File: config.mk
export PLATFORM = sky130hd
export DESIGN_NAME = lpr_regs
export DESIGN_NICKNAME = d
export VERILOG_FILES = /design/src/lpr_pkg.sv /design/src/lpr_pend_tracker.sv /design/src/lpr_regs.sv
export SDC_FILE = /design/constraint.sdc
export NUM_CORES = 1
export LEC_CHECK = 0
export ABC_CLOCK_PERIOD_IN_PS = 3300
export BUFFER_PORTS_ARGS = -buffer_cell sky130_fd_sc_hd__buf_2
export CAP_MARGIN = 20
export CORE_MARGIN = 10
export CORE_UTILIZATION = 25
export CTS_BUF_LIST = sky130_fd_sc_hd__clkbuf_2 sky130_fd_sc_hd__clkbuf_4 sky130_fd_sc_hd__clkbuf_8
export DETAILED_ROUTE_END_ITERATION = 16
export MAX_ROUTING_LAYER = met4
export SLEW_MARGIN = 30
export SYNTH_ARGS = -nofsm -noshare
export SYNTH_HDL_FRONTEND = slang
export SYNTH_SLANG_ARGS = --single-unit
File: constraint.sdc
create_clock -name clk_sys_in -period 3.3 [get_ports clk_sys_in]
set_input_delay 0.165 -clock clk_sys_in [delete_from_list [all_inputs] [get_ports clk_sys_in]]
set_output_delay 0.165 -clock clk_sys_in [all_outputs]
set_load 0.1 [all_outputs]
File: src/lpr_pkg.sv
package lpr_pkg;
  // ---------------------------------------------------------------
  // Register map
  // ---------------------------------------------------------------
  localparam logic [15:0] OFS_STATUS = 16'h0010;
  localparam logic [15:0] OFS_SETPEND = 16'h0040;
  localparam logic [15:0] OFS_SETPEND_HI = 16'h0044;
  localparam logic [15:0] OFS_CFGBASE = 16'h0070;
  localparam logic [15:0] OFS_CFGBASE_HI = 16'h0074;
  localparam logic STATUS_PRESENT = 1'b1;
  // ---------------------------------------------------------------
  // Table base field layout
  // ---------------------------------------------------------------
  localparam int OUTER_LSB = 56;
  localparam int PA_LSB = 12;
  localparam int PA_MSB = 51;
  localparam int SHARE_LSB = 10;
  localparam int INNER_LSB = 7;
  localparam int IDW_LSB = 0;
  localparam int PA_IMPL_BITS = 48;
  localparam int PA_KEEP = PA_IMPL_BITS - PA_LSB;
  localparam logic [1:0] SHARE_NONE = 2'h0;
  localparam logic [1:0] SHARE_RSVD = 2'h3;
  localparam logic [2:0] OUTER_RST = 3'h0;
  localparam logic [2:0] INNER_RST = 3'h0;
  localparam logic [4:0] IDW_RST = 5'h00;
  localparam logic [4:0] IDW_MIN = 5'h0d;
  // ---------------------------------------------------------------
  // Error status flags
  // ---------------------------------------------------------------
  localparam int ERR_WRITE_RO = 3;
  localparam int ERR_READ_WO = 2;
  localparam int ERR_WRITE_RSVD = 1;
  localparam int ERR_READ_RSVD = 0;
  localparam logic [3:0] ERR_RST = 4'h0;
  // ---------------------------------------------------------------
  // Pending store
  // ---------------------------------------------------------------
  localparam int PEND_DEPTH = 64;
  localparam int PEND_IDX_W = 6;
  localparam logic [31:0] PEND_BASE = 32'h0000_2000;
  localparam logic [31:0] PEND_END = 32'h0000_2040;

  // Returns the narrower of two identifier widths
  function automatic logic [4:0] lpr_min_idw(input logic [4:0] a,
                                             input logic [4:0] b);
    lpr_min_idw = (a > b) ? b : a;
  endfunction

  // Zero-extends the low word when the access is 32 bits wide
  function automatic logic [63:0] lpr_wdata(input logic [63:0] d,
                                            input logic wide);
    lpr_wdata = wide ? d : {32'h0000_0000, d[31:0]};
  endfunction
endpackage

File: src/lpr_pend_tracker.sv
`timescale 1ns/1ps
`default_nettype none
module lpr_pend_tracker (
  // Clock and reset
  input wire logic clk_sys_in,
  input wire logic rst_b_in,
  // Set request
  input wire logic set_valid_in,
  input wire logic [31:0] set_number_in,
  input wire logic [4:0] id_bits_in,
  input wire logic enable_in,
  // Clear from interrupt delivery
  input wire logic clr_valid_in,
  input wire logic [31:0] clr_number_in,
  // Status
  output logic accepted_out,
  output logic [lpr_pkg::PEND_DEPTH-1:0] pending_out
);
  import lpr_pkg::*;

  logic [PEND_DEPTH-1:0] pend_q;
  logic [PEND_DEPTH-1:0] pend_d;
  logic [PEND_DEPTH-1:0] set_mask;
  logic [PEND_DEPTH-1:0] clr_mask;
  logic [31:0] set_off;
  logic [31:0] clr_off;
  logic [31:0] limit_mask;
  logic set_in_range;
  logic clr_in_range;
  logic width_ok;
  logic set_impl;

  // Every number must fit the effective width; below 13 nothing fits
  assign width_ok = (id_bits_in >= IDW_MIN);
  assign limit_mask = ~((32'h0000_0002 << id_bits_in) - 32'h0000_0001);
  assign set_off = set_number_in - PEND_BASE;
  assign clr_off = clr_number_in - PEND_BASE;
  assign set_in_range = (set_number_in >= PEND_BASE) &&
                        (set_number_in < PEND_END);
  assign clr_in_range = (clr_number_in >= PEND_BASE) &&
                        (clr_number_in < PEND_END);
  assign set_impl = set_in_range && width_ok &&
                    ((set_number_in & limit_mask) == 32'h0000_0000);
  assign accepted_out = set_valid_in && enable_in && set_impl &&
                        !pend_q[set_off[PEND_IDX_W-1:0]];
  assign set_mask = accepted_out ?
                    ({{(PEND_DEPTH-1){1'b0}}, 1'b1} <<
                     set_off[PEND_IDX_W-1:0]) : '0;
  assign clr_mask = (clr_valid_in && clr_in_range) ?
                    ({{(PEND_DEPTH-1){1'b0}}, 1'b1} <<
                     clr_off[PEND_IDX_W-1:0]) : '0;
  // Set wins over a same-cycle delivery clear; a set of a number already pending is refused, so the clear removes it
  assign pend_d = (pend_q & ~clr_mask) | set_mask;
  assign pending_out = pend_q;

  always_ff @(posedge clk_sys_in or negedge rst_b_in) begin
    if (!rst_b_in) begin
      pend_q <= '0;
    end else begin
      pend_q <= pend_d;
    end
  end
endmodule
`default_nettype wire

File: src/lpr_regs.sv
`timescale 1ns/1ps
`default_nettype none
module lpr_regs (
  // Clock and reset
  input wire logic clk_sys_in,
  input wire logic rst_b_in,
  // Register access port
  input wire logic reg_req_in,
  input wire logic reg_wr_in,
  input wire logic reg_wide_in,
  input wire logic reg_secure_in,
  input wire logic [15:0] reg_addr_in,
  input wire logic [63:0] reg_wdata_in,
  output logic reg_ack_out,
  output logic [63:0] reg_rdata_out,
  // System configuration
  input wire logic [4:0] global_identifier_width_in,
  input wire logic message_interrupt_enable_in,
  input wire logic security_disable_in,
  input wire logic config_table_read_only_in,
  // Pending delivery
  input wire logic pending_clear_in,
  input wire logic [31:0] pending_clear_number_in,
  output logic set_pending_strobe_out,
  output logic [31:0] interrupt_number_out,
  output logic [lpr_pkg::PEND_DEPTH-1:0] pending_out,
  // Table attributes
  output logic [4:0] effective_id_bits_out,
  output logic [1:0] shareability_out
);
  import lpr_pkg::*;

  // ---------------------------------------------------------------
  // Table base storage
  // ---------------------------------------------------------------
  logic [2:0] outer_q;
  logic [2:0] outer_d;
  logic [PA_KEEP-1:0] pa_q;
  logic [PA_KEEP-1:0] pa_d;
  logic [1:0] share_q;
  logic [1:0] share_d;
  logic [2:0] inner_q;
  logic [2:0] inner_d;
  logic [4:0] idw_q;
  logic [4:0] idw_d;

  // ---------------------------------------------------------------
  // Banked error status
  // ---------------------------------------------------------------
  logic [3:0] err_s_q;
  logic [3:0] err_s_d;
  logic [3:0] err_ns_q;
  logic [3:0] err_ns_d;

  // ---------------------------------------------------------------
  // Response and strobe flops
  // ---------------------------------------------------------------
  logic ack_q;
  logic [63:0] rdata_q;
  logic [63:0] rdata_d;
  logic strobe_q;
  logic [31:0] number_q;

  // ---------------------------------------------------------------
  // Decode
  // ---------------------------------------------------------------
  logic rd;
  logic wr;
  logic hit_status;
  logic hit_setp_lo;
  logic hit_setp_hi;
  logic hit_cfg_lo;
  logic hit_cfg_hi;
  logic hit_any;
  logic use_secure_bank;
  logic [63:0] wdata;
  logic [63:0] cfg_word;
  logic [63:0] cfg_new;
  logic cfg_write;
  logic cfg_ro;
  logic status_write;
  logic [3:0] err_set;
  logic [3:0] err_clr;
  logic [3:0] err_view;
  logic [63:0] status_word;
  logic setp_write;
  logic [31:0] setp_number;
  logic setp_accepted;
  logic [4:0] eff_idw;

  assign rd = reg_req_in && !reg_wr_in;
  assign wr = reg_req_in && reg_wr_in;
  assign hit_status = (reg_addr_in == OFS_STATUS);
  assign hit_setp_lo = (reg_addr_in == OFS_SETPEND);
  // 64-bit access must be aligned; upper halves reached only by 32-bit
  assign hit_setp_hi = (reg_addr_in == OFS_SETPEND_HI) && !reg_wide_in;
  assign hit_cfg_lo = (reg_addr_in == OFS_CFGBASE);
  assign hit_cfg_hi = (reg_addr_in == OFS_CFGBASE_HI) && !reg_wide_in;
  assign hit_any = (hit_status && STATUS_PRESENT) || hit_setp_lo ||
                   hit_setp_hi || hit_cfg_lo || hit_cfg_hi;
  // With one security state only the secure copy is in use
  assign use_secure_bank = reg_secure_in || security_disable_in;
  assign wdata = lpr_wdata(reg_wdata_in, reg_wide_in);

  // ---------------------------------------------------------------
  // Table base register
  // ---------------------------------------------------------------
  assign cfg_word = {5'h00, outer_q, 4'h0,
                     {(PA_MSB - PA_IMPL_BITS + 1){1'b0}}, pa_q,
                     share_q, inner_q, 2'h0, idw_q};
  // 32-bit writes replace only their own half of the word
  assign cfg_new = reg_wide_in ? reg_wdata_in :
                   (hit_cfg_hi ? {reg_wdata_in[31:0], cfg_word[31:0]} :
                                 {cfg_word[63:32], reg_wdata_in[31:0]});
  assign cfg_ro = config_table_read_only_in;
  assign cfg_write = wr && (hit_cfg_lo || hit_cfg_hi) && !cfg_ro;
  // Outer and inner are plain storage, software programmable
  assign outer_d = cfg_write ?
                   cfg_new[OUTER_LSB+2:OUTER_LSB] : outer_q;
  assign pa_d = cfg_write ? cfg_new[PA_IMPL_BITS-1:PA_LSB] : pa_q;
  // Reserved share code is folded so readback shows the value used
  assign share_d = !cfg_write ? share_q :
                   ((cfg_new[SHARE_LSB+1:SHARE_LSB] == SHARE_RSVD) ?
                    SHARE_NONE : cfg_new[SHARE_LSB+1:SHARE_LSB]);
  assign inner_d = cfg_write ?
                   cfg_new[INNER_LSB+2:INNER_LSB] : inner_q;
  assign idw_d = cfg_write ? cfg_new[IDW_LSB+4:IDW_LSB] : idw_q;
  assign eff_idw = lpr_min_idw(idw_q, global_identifier_width_in);

  // ---------------------------------------------------------------
  // Set-pending register
  // ---------------------------------------------------------------
  assign setp_write = wr && hit_setp_lo;
  // Upper word is reserved and never reaches the number
  assign setp_number = wdata[31:0];

  lpr_pend_tracker u_pend (
    .clk_sys_in(clk_sys_in),
    .rst_b_in(rst_b_in),
    .set_valid_in(setp_write),
    .set_number_in(setp_number),
    .id_bits_in(eff_idw),
    .enable_in(message_interrupt_enable_in),
    .clr_valid_in(pending_clear_in),
    .clr_number_in(pending_clear_number_in),
    .accepted_out(setp_accepted),
    .pending_out(pending_out)
  );

  // ---------------------------------------------------------------
  // Error detection
  // ---------------------------------------------------------------
  assign err_set[ERR_WRITE_RO] = wr && (hit_cfg_lo || hit_cfg_hi) &&
                                 cfg_ro;
  assign err_set[ERR_READ_WO] = rd &&
                                (hit_setp_lo || hit_setp_hi);
  assign err_set[ERR_WRITE_RSVD] = wr && !hit_any;
  assign err_set[ERR_READ_RSVD] = rd && !hit_any;
  assign status_write = wr && hit_status && STATUS_PRESENT;
  assign err_clr = status_write ? wdata[3:0] : 4'h0;
  // A new event in the clearing cycle survives the clear
  assign err_s_d = !STATUS_PRESENT ? ERR_RST :
                   use_secure_bank ? ((err_s_q & ~err_clr) | err_set) :
                   err_s_q;
  assign err_ns_d = !STATUS_PRESENT ? ERR_RST :
                    !use_secure_bank ? ((err_ns_q & ~err_clr) | err_set) :
                    err_ns_q;
  assign err_view = use_secure_bank ? err_s_q : err_ns_q;
  assign status_word = STATUS_PRESENT ?
                       {60'h0, err_view} : 64'h0;

  // ---------------------------------------------------------------
  // Read mux
  // ---------------------------------------------------------------
  always_comb begin
    rdata_d = 64'h0;
    if (rd) begin
      if (hit_status) begin
        rdata_d = status_word;
      end else if (hit_cfg_lo) begin
        rdata_d = reg_wide_in ? cfg_word : {32'h0, cfg_word[31:0]};
      end else if (hit_cfg_hi) begin
        rdata_d = {32'h0, cfg_word[63:32]};
      end else begin
        // Write-only and reserved locations return zero
        rdata_d = 64'h0;
      end
    end
  end

  // ---------------------------------------------------------------
  // Flops
  // ---------------------------------------------------------------
  always_ff @(posedge clk_sys_in or negedge rst_b_in) begin
    if (!rst_b_in) begin
      outer_q <= OUTER_RST;
      pa_q <= '0;
      share_q <= SHARE_NONE;
      inner_q <= INNER_RST;
      idw_q <= IDW_RST;
    end else begin
      outer_q <= outer_d;
      pa_q <= pa_d;
      share_q <= share_d;
      inner_q <= inner_d;
      idw_q <= idw_d;
    end
  end

  always_ff @(posedge clk_sys_in or negedge rst_b_in) begin
    if (!rst_b_in) begin
      err_s_q <= ERR_RST;
      err_ns_q <= ERR_RST;
    end else begin
      err_s_q <= err_s_d;
      err_ns_q <= err_ns_d;
    end
  end

  always_ff @(posedge clk_sys_in or negedge rst_b_in) begin
    if (!rst_b_in) begin
      ack_q <= 1'b0;
      rdata_q <= 64'h0;
      strobe_q <= 1'b0;
      number_q <= 32'h0;
    end else begin
      ack_q <= reg_req_in;
      rdata_q <= rdata_d;
      strobe_q <= setp_accepted;
      number_q <= setp_accepted ? setp_number : number_q;
    end
  end

  assign reg_ack_out = ack_q;
  assign reg_rdata_out = rdata_q;
  assign set_pending_strobe_out = strobe_q;
  assign interrupt_number_out = number_q;
  assign effective_id_bits_out = eff_idw;
  assign shareability_out = share_q;
endmodule
`default_nettype wire

**Word-level counts from Yosys, hierarchy flattened**

Index checks and enable logic that the tools add are counted.

- Register bits: 219
- Bits of input ports: 127
- Output and inout bits: 169
- Word-level logic and storage cells: 94

- Add/sub/neg operators: 3
- Order comparisons: 7
- Equal/unequal tests: 7
- Shift-type cells: 3
- Multiplexer cells: 15
- Bitwise logic cells: 10
- Reduce and logical (&&, ||, !) cells: 36

Operators with widths:

| kind | number |
|---|---|
| two-way mux 64 bit | 4 |
| two-way mux 59 bit | 4 |
| left shift 1 x 6 -> 64 bit (first input constant) | 2 |
| AND 64 bit | 1 |
| equality test 16 x 7 -> 1 bit (second input constant) | 4 |
| greater-or-equal comparator 32 x 14 -> 1 bit (second input constant) | 2 |
| less-than comparator 32 x 14 -> 1 bit (second input constant) | 2 |
| NOT 64 bit | 1 |
| bitwise OR 64 bit | 1 |
| AND 32 bit | 1 |
| logical NOT 32 bit | 1 |
| NOT 32 bit | 1 |
| left shift 2 x 5 -> 32 bit (first input constant) | 1 |
| subtractor 32 x 1 -> 32 bit (second input constant) | 1 |
| two-way mux 27 bit | 1 |
| logical AND 1 bit | 20 |
| equality test 16 x 5 -> 1 bit (second input constant) | 1 |
| subtractor 6 x 1 -> 6 bit (second input constant) | 2 |
| AND 4 bit | 2 |
| two-way mux 4 bit | 2 |
| bitwise OR 4 bit | 2 |
| logical OR 1 bit | 7 |
| less-than comparator 6 x 7 -> 1 bit (second input constant) | 1 |
| binary-select mux 1 bit (select 6 bit) | 1 |
| 11 further kinds | 16 |

**Longest topological paths before layout**

- Depth in word-level cells: 12
- Mapped depth: 18

**Cells and area by module**

Synthesis repeated with hierarchy kept, for this count alone.

- Cells, all modules: 891
- Area, all modules: 10097.2 µm²

Modules (own cells, without submodules):

| module | times used | cells an instance | area an instance (µm²) |
|---|---|---|---|
| lpr_regs | 1 | 491 | 6155.9 |
| lpr_pend_tracker | 1 | 400 | 3941.3 |

**Worst setup path after synthesis**

OpenSTA, ideal clock, no wires.

- Path type: register to register
- From: register idw_q[2]
- To: register number_q[10], in the netlist interrupt_number_out[10]
- Library setup time: 122 ps
- Arrival: 4028 ps
- Data required time: 3178 ps
- Slack: -850 ps
- Cell stages (with the launch flop): 18
- Path buffers: 3
- Period minus slack after synthesis: 4150 ps
- Cells stage by stage: dfrtp_1 -> ha_1 -> o211ai_1 -> a21oi_1 -> o21ai_0 -> clkbuf_1 -> mux2i_1 -> inv_1 -> nand3_1 -> ha_1 -> a21o_1 -> nor4_1 -> o211a_1 -> o2111a_1 -> o211ai_2 -> buf_6 -> buf_2 -> and2_1

- Cells in the longest elaborated chain, start to end: 10
- Elaborated cells on any way between the ends: 12
- Classes of those cells: add/sub (1); order compare (2); shift (1); mux (1); bitwise (2); reduce/logical (5)

Ends and longest elaborated chain:

| item | RTL line | text |
|---|---|---|
| from (decl) | lpr_regs.sv:44 | `logic [4:0] idw_q;` |
| from (signal assigned) | lpr_regs.sv:206 | `idw_q <= idw_d;` |
| > comparator 5 bit (*) | lpr_pkg.sv:47 | `lpr_min_idw = (a > b) ? b : a;` |
| two-way mux 5 bit (*) | lpr_pkg.sv:47 |  |
| named net effective_id_bits_out[0] | lpr_regs.sv:28 | `output logic [4:0] effective_id_bits_out,` |
| left shift 2 x 5 -> 32 bit | lpr_pend_tracker.sv:35 | `assign limit_mask = ~((32'h0000_0002 << id_bits_in) - 32'h0000_0001);` |
| subtractor 32 x 1 -> 32 bit | lpr_pend_tracker.sv:35 |  |
| NOT 32 bit | lpr_pend_tracker.sv:35 |  |
| AND 32 bit | lpr_pend_tracker.sv:43 | `((set_number_in & limit_mask) == 32'h0000_0000);` |
| logical NOT 32 bit | lpr_pend_tracker.sv:43 |  |
| logical AND 1 bit (*) | lpr_pend_tracker.sv:42 | `assign set_impl = set_in_range && width_ok &&` |
| logical AND 1 bit (*) (2 in series) | lpr_pend_tracker.sv:44 | `assign accepted_out = set_valid_in && enable_in && set_impl &&` |
| to (signal assigned) | lpr_regs.sv:230 | `number_q <= setp_accepted ? setp_number : number_q;` |
| to (decl) | lpr_regs.sv:62 | `logic [31:0] number_q;` |

The timed path passes the listed nets; every way through them passes the cells marked *.
A chain may end at the register's enable or synchronous reset.

**Worst setup path in the final report**

- From: register idw_q[2]
- To: register number_q[5], in the netlist interrupt_number_out[5]

- Cells in the longest elaborated chain, start to end: 10
- Elaborated cells on any way between the ends: 12
- Classes of those cells: add/sub (1); order compare (2); shift (1); mux (1); bitwise (2); reduce/logical (5)

Ends and longest elaborated chain:

| item | RTL line |
|---|---|
| > comparator 5 bit | lpr_pkg.sv:47 |
| two-way mux 5 bit (*) | lpr_pkg.sv:47 |
| left shift 2 x 5 -> 32 bit | lpr_pend_tracker.sv:35 |
| subtractor 32 x 1 -> 32 bit | lpr_pend_tracker.sv:35 |
| NOT 32 bit | lpr_pend_tracker.sv:35 |
| AND 32 bit | lpr_pend_tracker.sv:43 |
| logical NOT 32 bit | lpr_pend_tracker.sv:43 |
| logical AND 1 bit (*) | lpr_pend_tracker.sv:42 |
| logical AND 1 bit (*) (2 in series) | lpr_pend_tracker.sv:44 |

Every way passes the cells marked *; elsewhere a longest branch is shown, timed or not.

==> impl_metrics.csv <==
group,metric,value,unit
sta,fin_skew,0.0253,ns
floorplan,std_cell_rows,71,
finish,fin_nets,1417,
clock_tree,cts_tree,"built",
clock_tree,cts_root_buf,"clkbuf_8",
global_routing,grt_use_total,16.2,%
setup_path,crit_arrival,3.89,ns
placement,io_buffers,269,
setup_path,criticalPathCategory,"reg2reg",
synth,postSynth.asyncResetShare,100,%
finish,drive_gt1_share,42.1,%
placement,dp_hpwl,27500,um
global_routing,grt-ovfl-total,0,
floorplan,die_h,215,um
global_routing,grt_pass1_vias,9359,
job,cap_viol_max_count,0,
synth,syn_avg_cell_area,10.4,um^2
clock_tree,cts.reportedPaths.clkPinSlew,0.06,ns
route,ant_nets,0,
sta,setup_viol,85,
min_path,min_to,"err_ns_q[3]$_DFFE_PN0P_",
clock_tree,clock_sinks,206,
setup_path,timing.rr.end,"interrupt_number_out[5]$_DFFE_PN0P_",
min_path,hold_path_class,"in2reg",
synth,ys_types,55,
global_routing,grt_max_degree,103,
min_path,whs_path_depth,3,
placement,dpl_worst_slack,-0.368,ns
power_and_ir_drop,power.density,423,mW/mm^2
clock_tree,insertion_delay,0.54,ns
sta,finalWorstSetupSlack,-0.161,ns
floorplan,core_area,0.0376,mm^2
synth,ys_seq_elements,206,
min_path,hp-start,"security_disable_in",
sta,rsz0062_at_grt,"yes",
setup_path,cp_max_fo,4,
run_status,violations,"negative setup slack",
sta,fmax,289,MHz
setup_path,r2r_cells,17,
route,route.detailed.drc,0,
sta,slew_headroom,29.3,%
floorplan,initial_core_util,25.3,%
clock_tree,cts_buffer_depth,3,
sta,tightest_slew,1.05,ns
route,routedWlPerCell,20.8,um
finish,final_common_cell,"buf_2",
placement,gp_congestion,0.924,
power_and_ir_drop,cellLeakagePower,0.00674,uW
route,drt_wl_total,38000,um
route,drt_iter0_drc,765,
route,dr.pass1.iters,5,
route,vias,9007,
setup_path,critPathLaunchType,"flop",
sta,slew_viol_final,0,
power_and_ir_drop,ir_drop,0.256,mV
synth,syn_area,0.00952,mm^2
sta,period_share,105,%
finish,fin_util,36.4,%
synth,syn_inst,914,
synth,synth_ff_type,"dfrtp_1",
clock_tree,cts.htree.levels,2,
finish,mostFrequentLayoutCells,"buf_2, dfrtp_1, nand2_1",
setup_path,cp-startpoint,"idw_q[2]$_DFFE_PN0P_",
synth,synth_seq_area_share,54.1,%
floorplan,io_pins,296,
floorplan,fp.dieArea,0.0463,mm^2
finish,nFillCells,3714,
run_status,run_status,"complete, but fails checks",
sta,min_period,3.46,ns
setup_path,end_kind,"flop",
synth,yosysWarnings,0,
floorplan,die_width,215,um
setup_path,timing.rr.start,"idw_q[2]$_DFFE_PN0P_",
finish,syn2layout_area_growth,43.9,%
global_routing,grt_pass1_wl,57500,um
sta,hold_violations,0,
route,via_per_inst,4.94,
synth,synth_edf_count,0,
setup_path,reg2reg_slack,-0.16,ns
setup_path,required,3.73,ns
global_routing,antenna_found_initial,2,
clock_tree,cts_inserted_buffers,38,
synthesized netlist by cell type, types with 6 or more instances:
cell type,number,area [um^2]
nand3_1,33,165
dfrtp_1,206,5150
a22oi_1,14,105
nor3_1,11,55.1
mux2_2,28,315
nand2_1,127,477
clkbuf_1,34,128
nor4_1,9,56.3
buf_4,15,113
mux2_4,6,90.1
inv_1,12,45.0
nor2_1,45,169
a221o_1,19,190
and2_1,56,350
o21ai_1,8,40.0
nor2b_1,8,50.1
ha_1,6,75.1
o21ai_0,143,716
a21oi_1,23,115
mux4_2,17,383
nor4b_1,6,52.6
and3_1,6,37.5
nand2b_1,6,37.5
buf_2,9,45.0
cells by family (layout without fill, tap and decap cells):
family,Yosys count,count (layout),share of synthesized area (%)
and+or+nand+nor,328,328,17.0
adders and majority gates,6,6,0.789
DFF,206,206,54.1
buffers and inverters,80,466,4.26
AOI/OAI and AO/OA,234,234,14.6
muxes,59,59,9.16
other,1,15,0.0394
routing by layer:
| metal | GRT usage, % | share of wire, % | up-vias |
|---|---|---|---|
| met3 | 4.31 | 8.7 | 64 |
| met2 | 25.4 | 47 | 542 |
| met4 | 4.98 | 2.4 | 0 |
| met5 | - | 0 | - |
| li1 | - | - | 3994 |
| met1 | 20.1 | 42 | 4407 |
how the worst max path moves through the flow:
stage	end
final	interrupt_number_out[5]$_DFFE_PN0P_
after global routing	interrupt_number_out[5]$_DFFE_PN0P_
after CTS	interrupt_number_out[5]$_DFFE_PN0P_
after detailed placement	u_pend.pending_out[39]$_DFF_PN0_
after global placement	interrupt_number_out[4]$_DFFE_PN0P_
after floorplan	interrupt_number_out[10]$_DFFE_PN0P_
stage by stage:
step / hold WS [ns] / TNS [ns] / total power (uW) / cell area, um^2 / cells
after floorplan: -0.131 / -44.42 / 2770 / 9620 / 926
after global placement: 0.331 / -17.22 / 2980 / 11800 / 1694
after detailed placement: 0.334 / -25.14 / 2990 / 11800 / 1694
after CTS: 0.0321 / -10.17 / 5850 / 13500 / 1820
after global routing: 0.0787 / -26.49 / 6010 / 13700 / 1825
final: 0.0652 / -7.20 / 5790 / 13700 / 1825
cell type report:
cell class	count	area, um^2	share of cell area [%]
multi-input cells	640	4400	32.1
clock inverters	11	158	1.15
inverters	12	48.8	0.356
flip-flops and latches	206	5150	37.6
repair buffers	386	2580	18.8
well taps	511	639	4.67
clock buffers	57	709	5.18
diodes	2	5.00	0.0365
power breakdown:
part,switching (uW),total (uW),internal [uW]
Clock,1110,2800,1690
Sequential,0.416,2530,2530
Combinational,314,466,152
Total,1420,5790,4370
flip-flops by register name, indices dropped and copies added, names as in the netlist, 4 cells and up:
register,cells
u_pend.pending_out,64
pa_q,36
interrupt_number_out,32
err_ns_q,4
idw_q,5
err_s_q,4
reg_rdata_out,51
repair_timing:
action | CTS | global route
endpoints found under the setup margin | 97 | 97
hold endpoints to repair | 150 | 0
pin swaps | 37 | 15
hold buffers | 49 | 0
buffers inserted | 7 | 2
resized for setup | 124 | 33
gates cloned | 2 | 2
worst max-delay path, stage by stage, from the launching register on:
cell and delay (ns):
dfrtp_1 0.41, ha_4 0.28, and3_1 0.17, nand3_2 0.08, buf_4 0.16, o21ai_4 0.09
mux2i_4 0.31, clkinvlp_4 0.13, nand3_2 0.10, ha_4 0.20, a21o_1 0.16, nor4_2 0.15
o211a_1 0.19, o2111a_1 0.23, o211ai_4 0.11, buf_12 0.17, buf_12 0.13, mux2_4 0.28
Power figures use the tool's default switching activity.
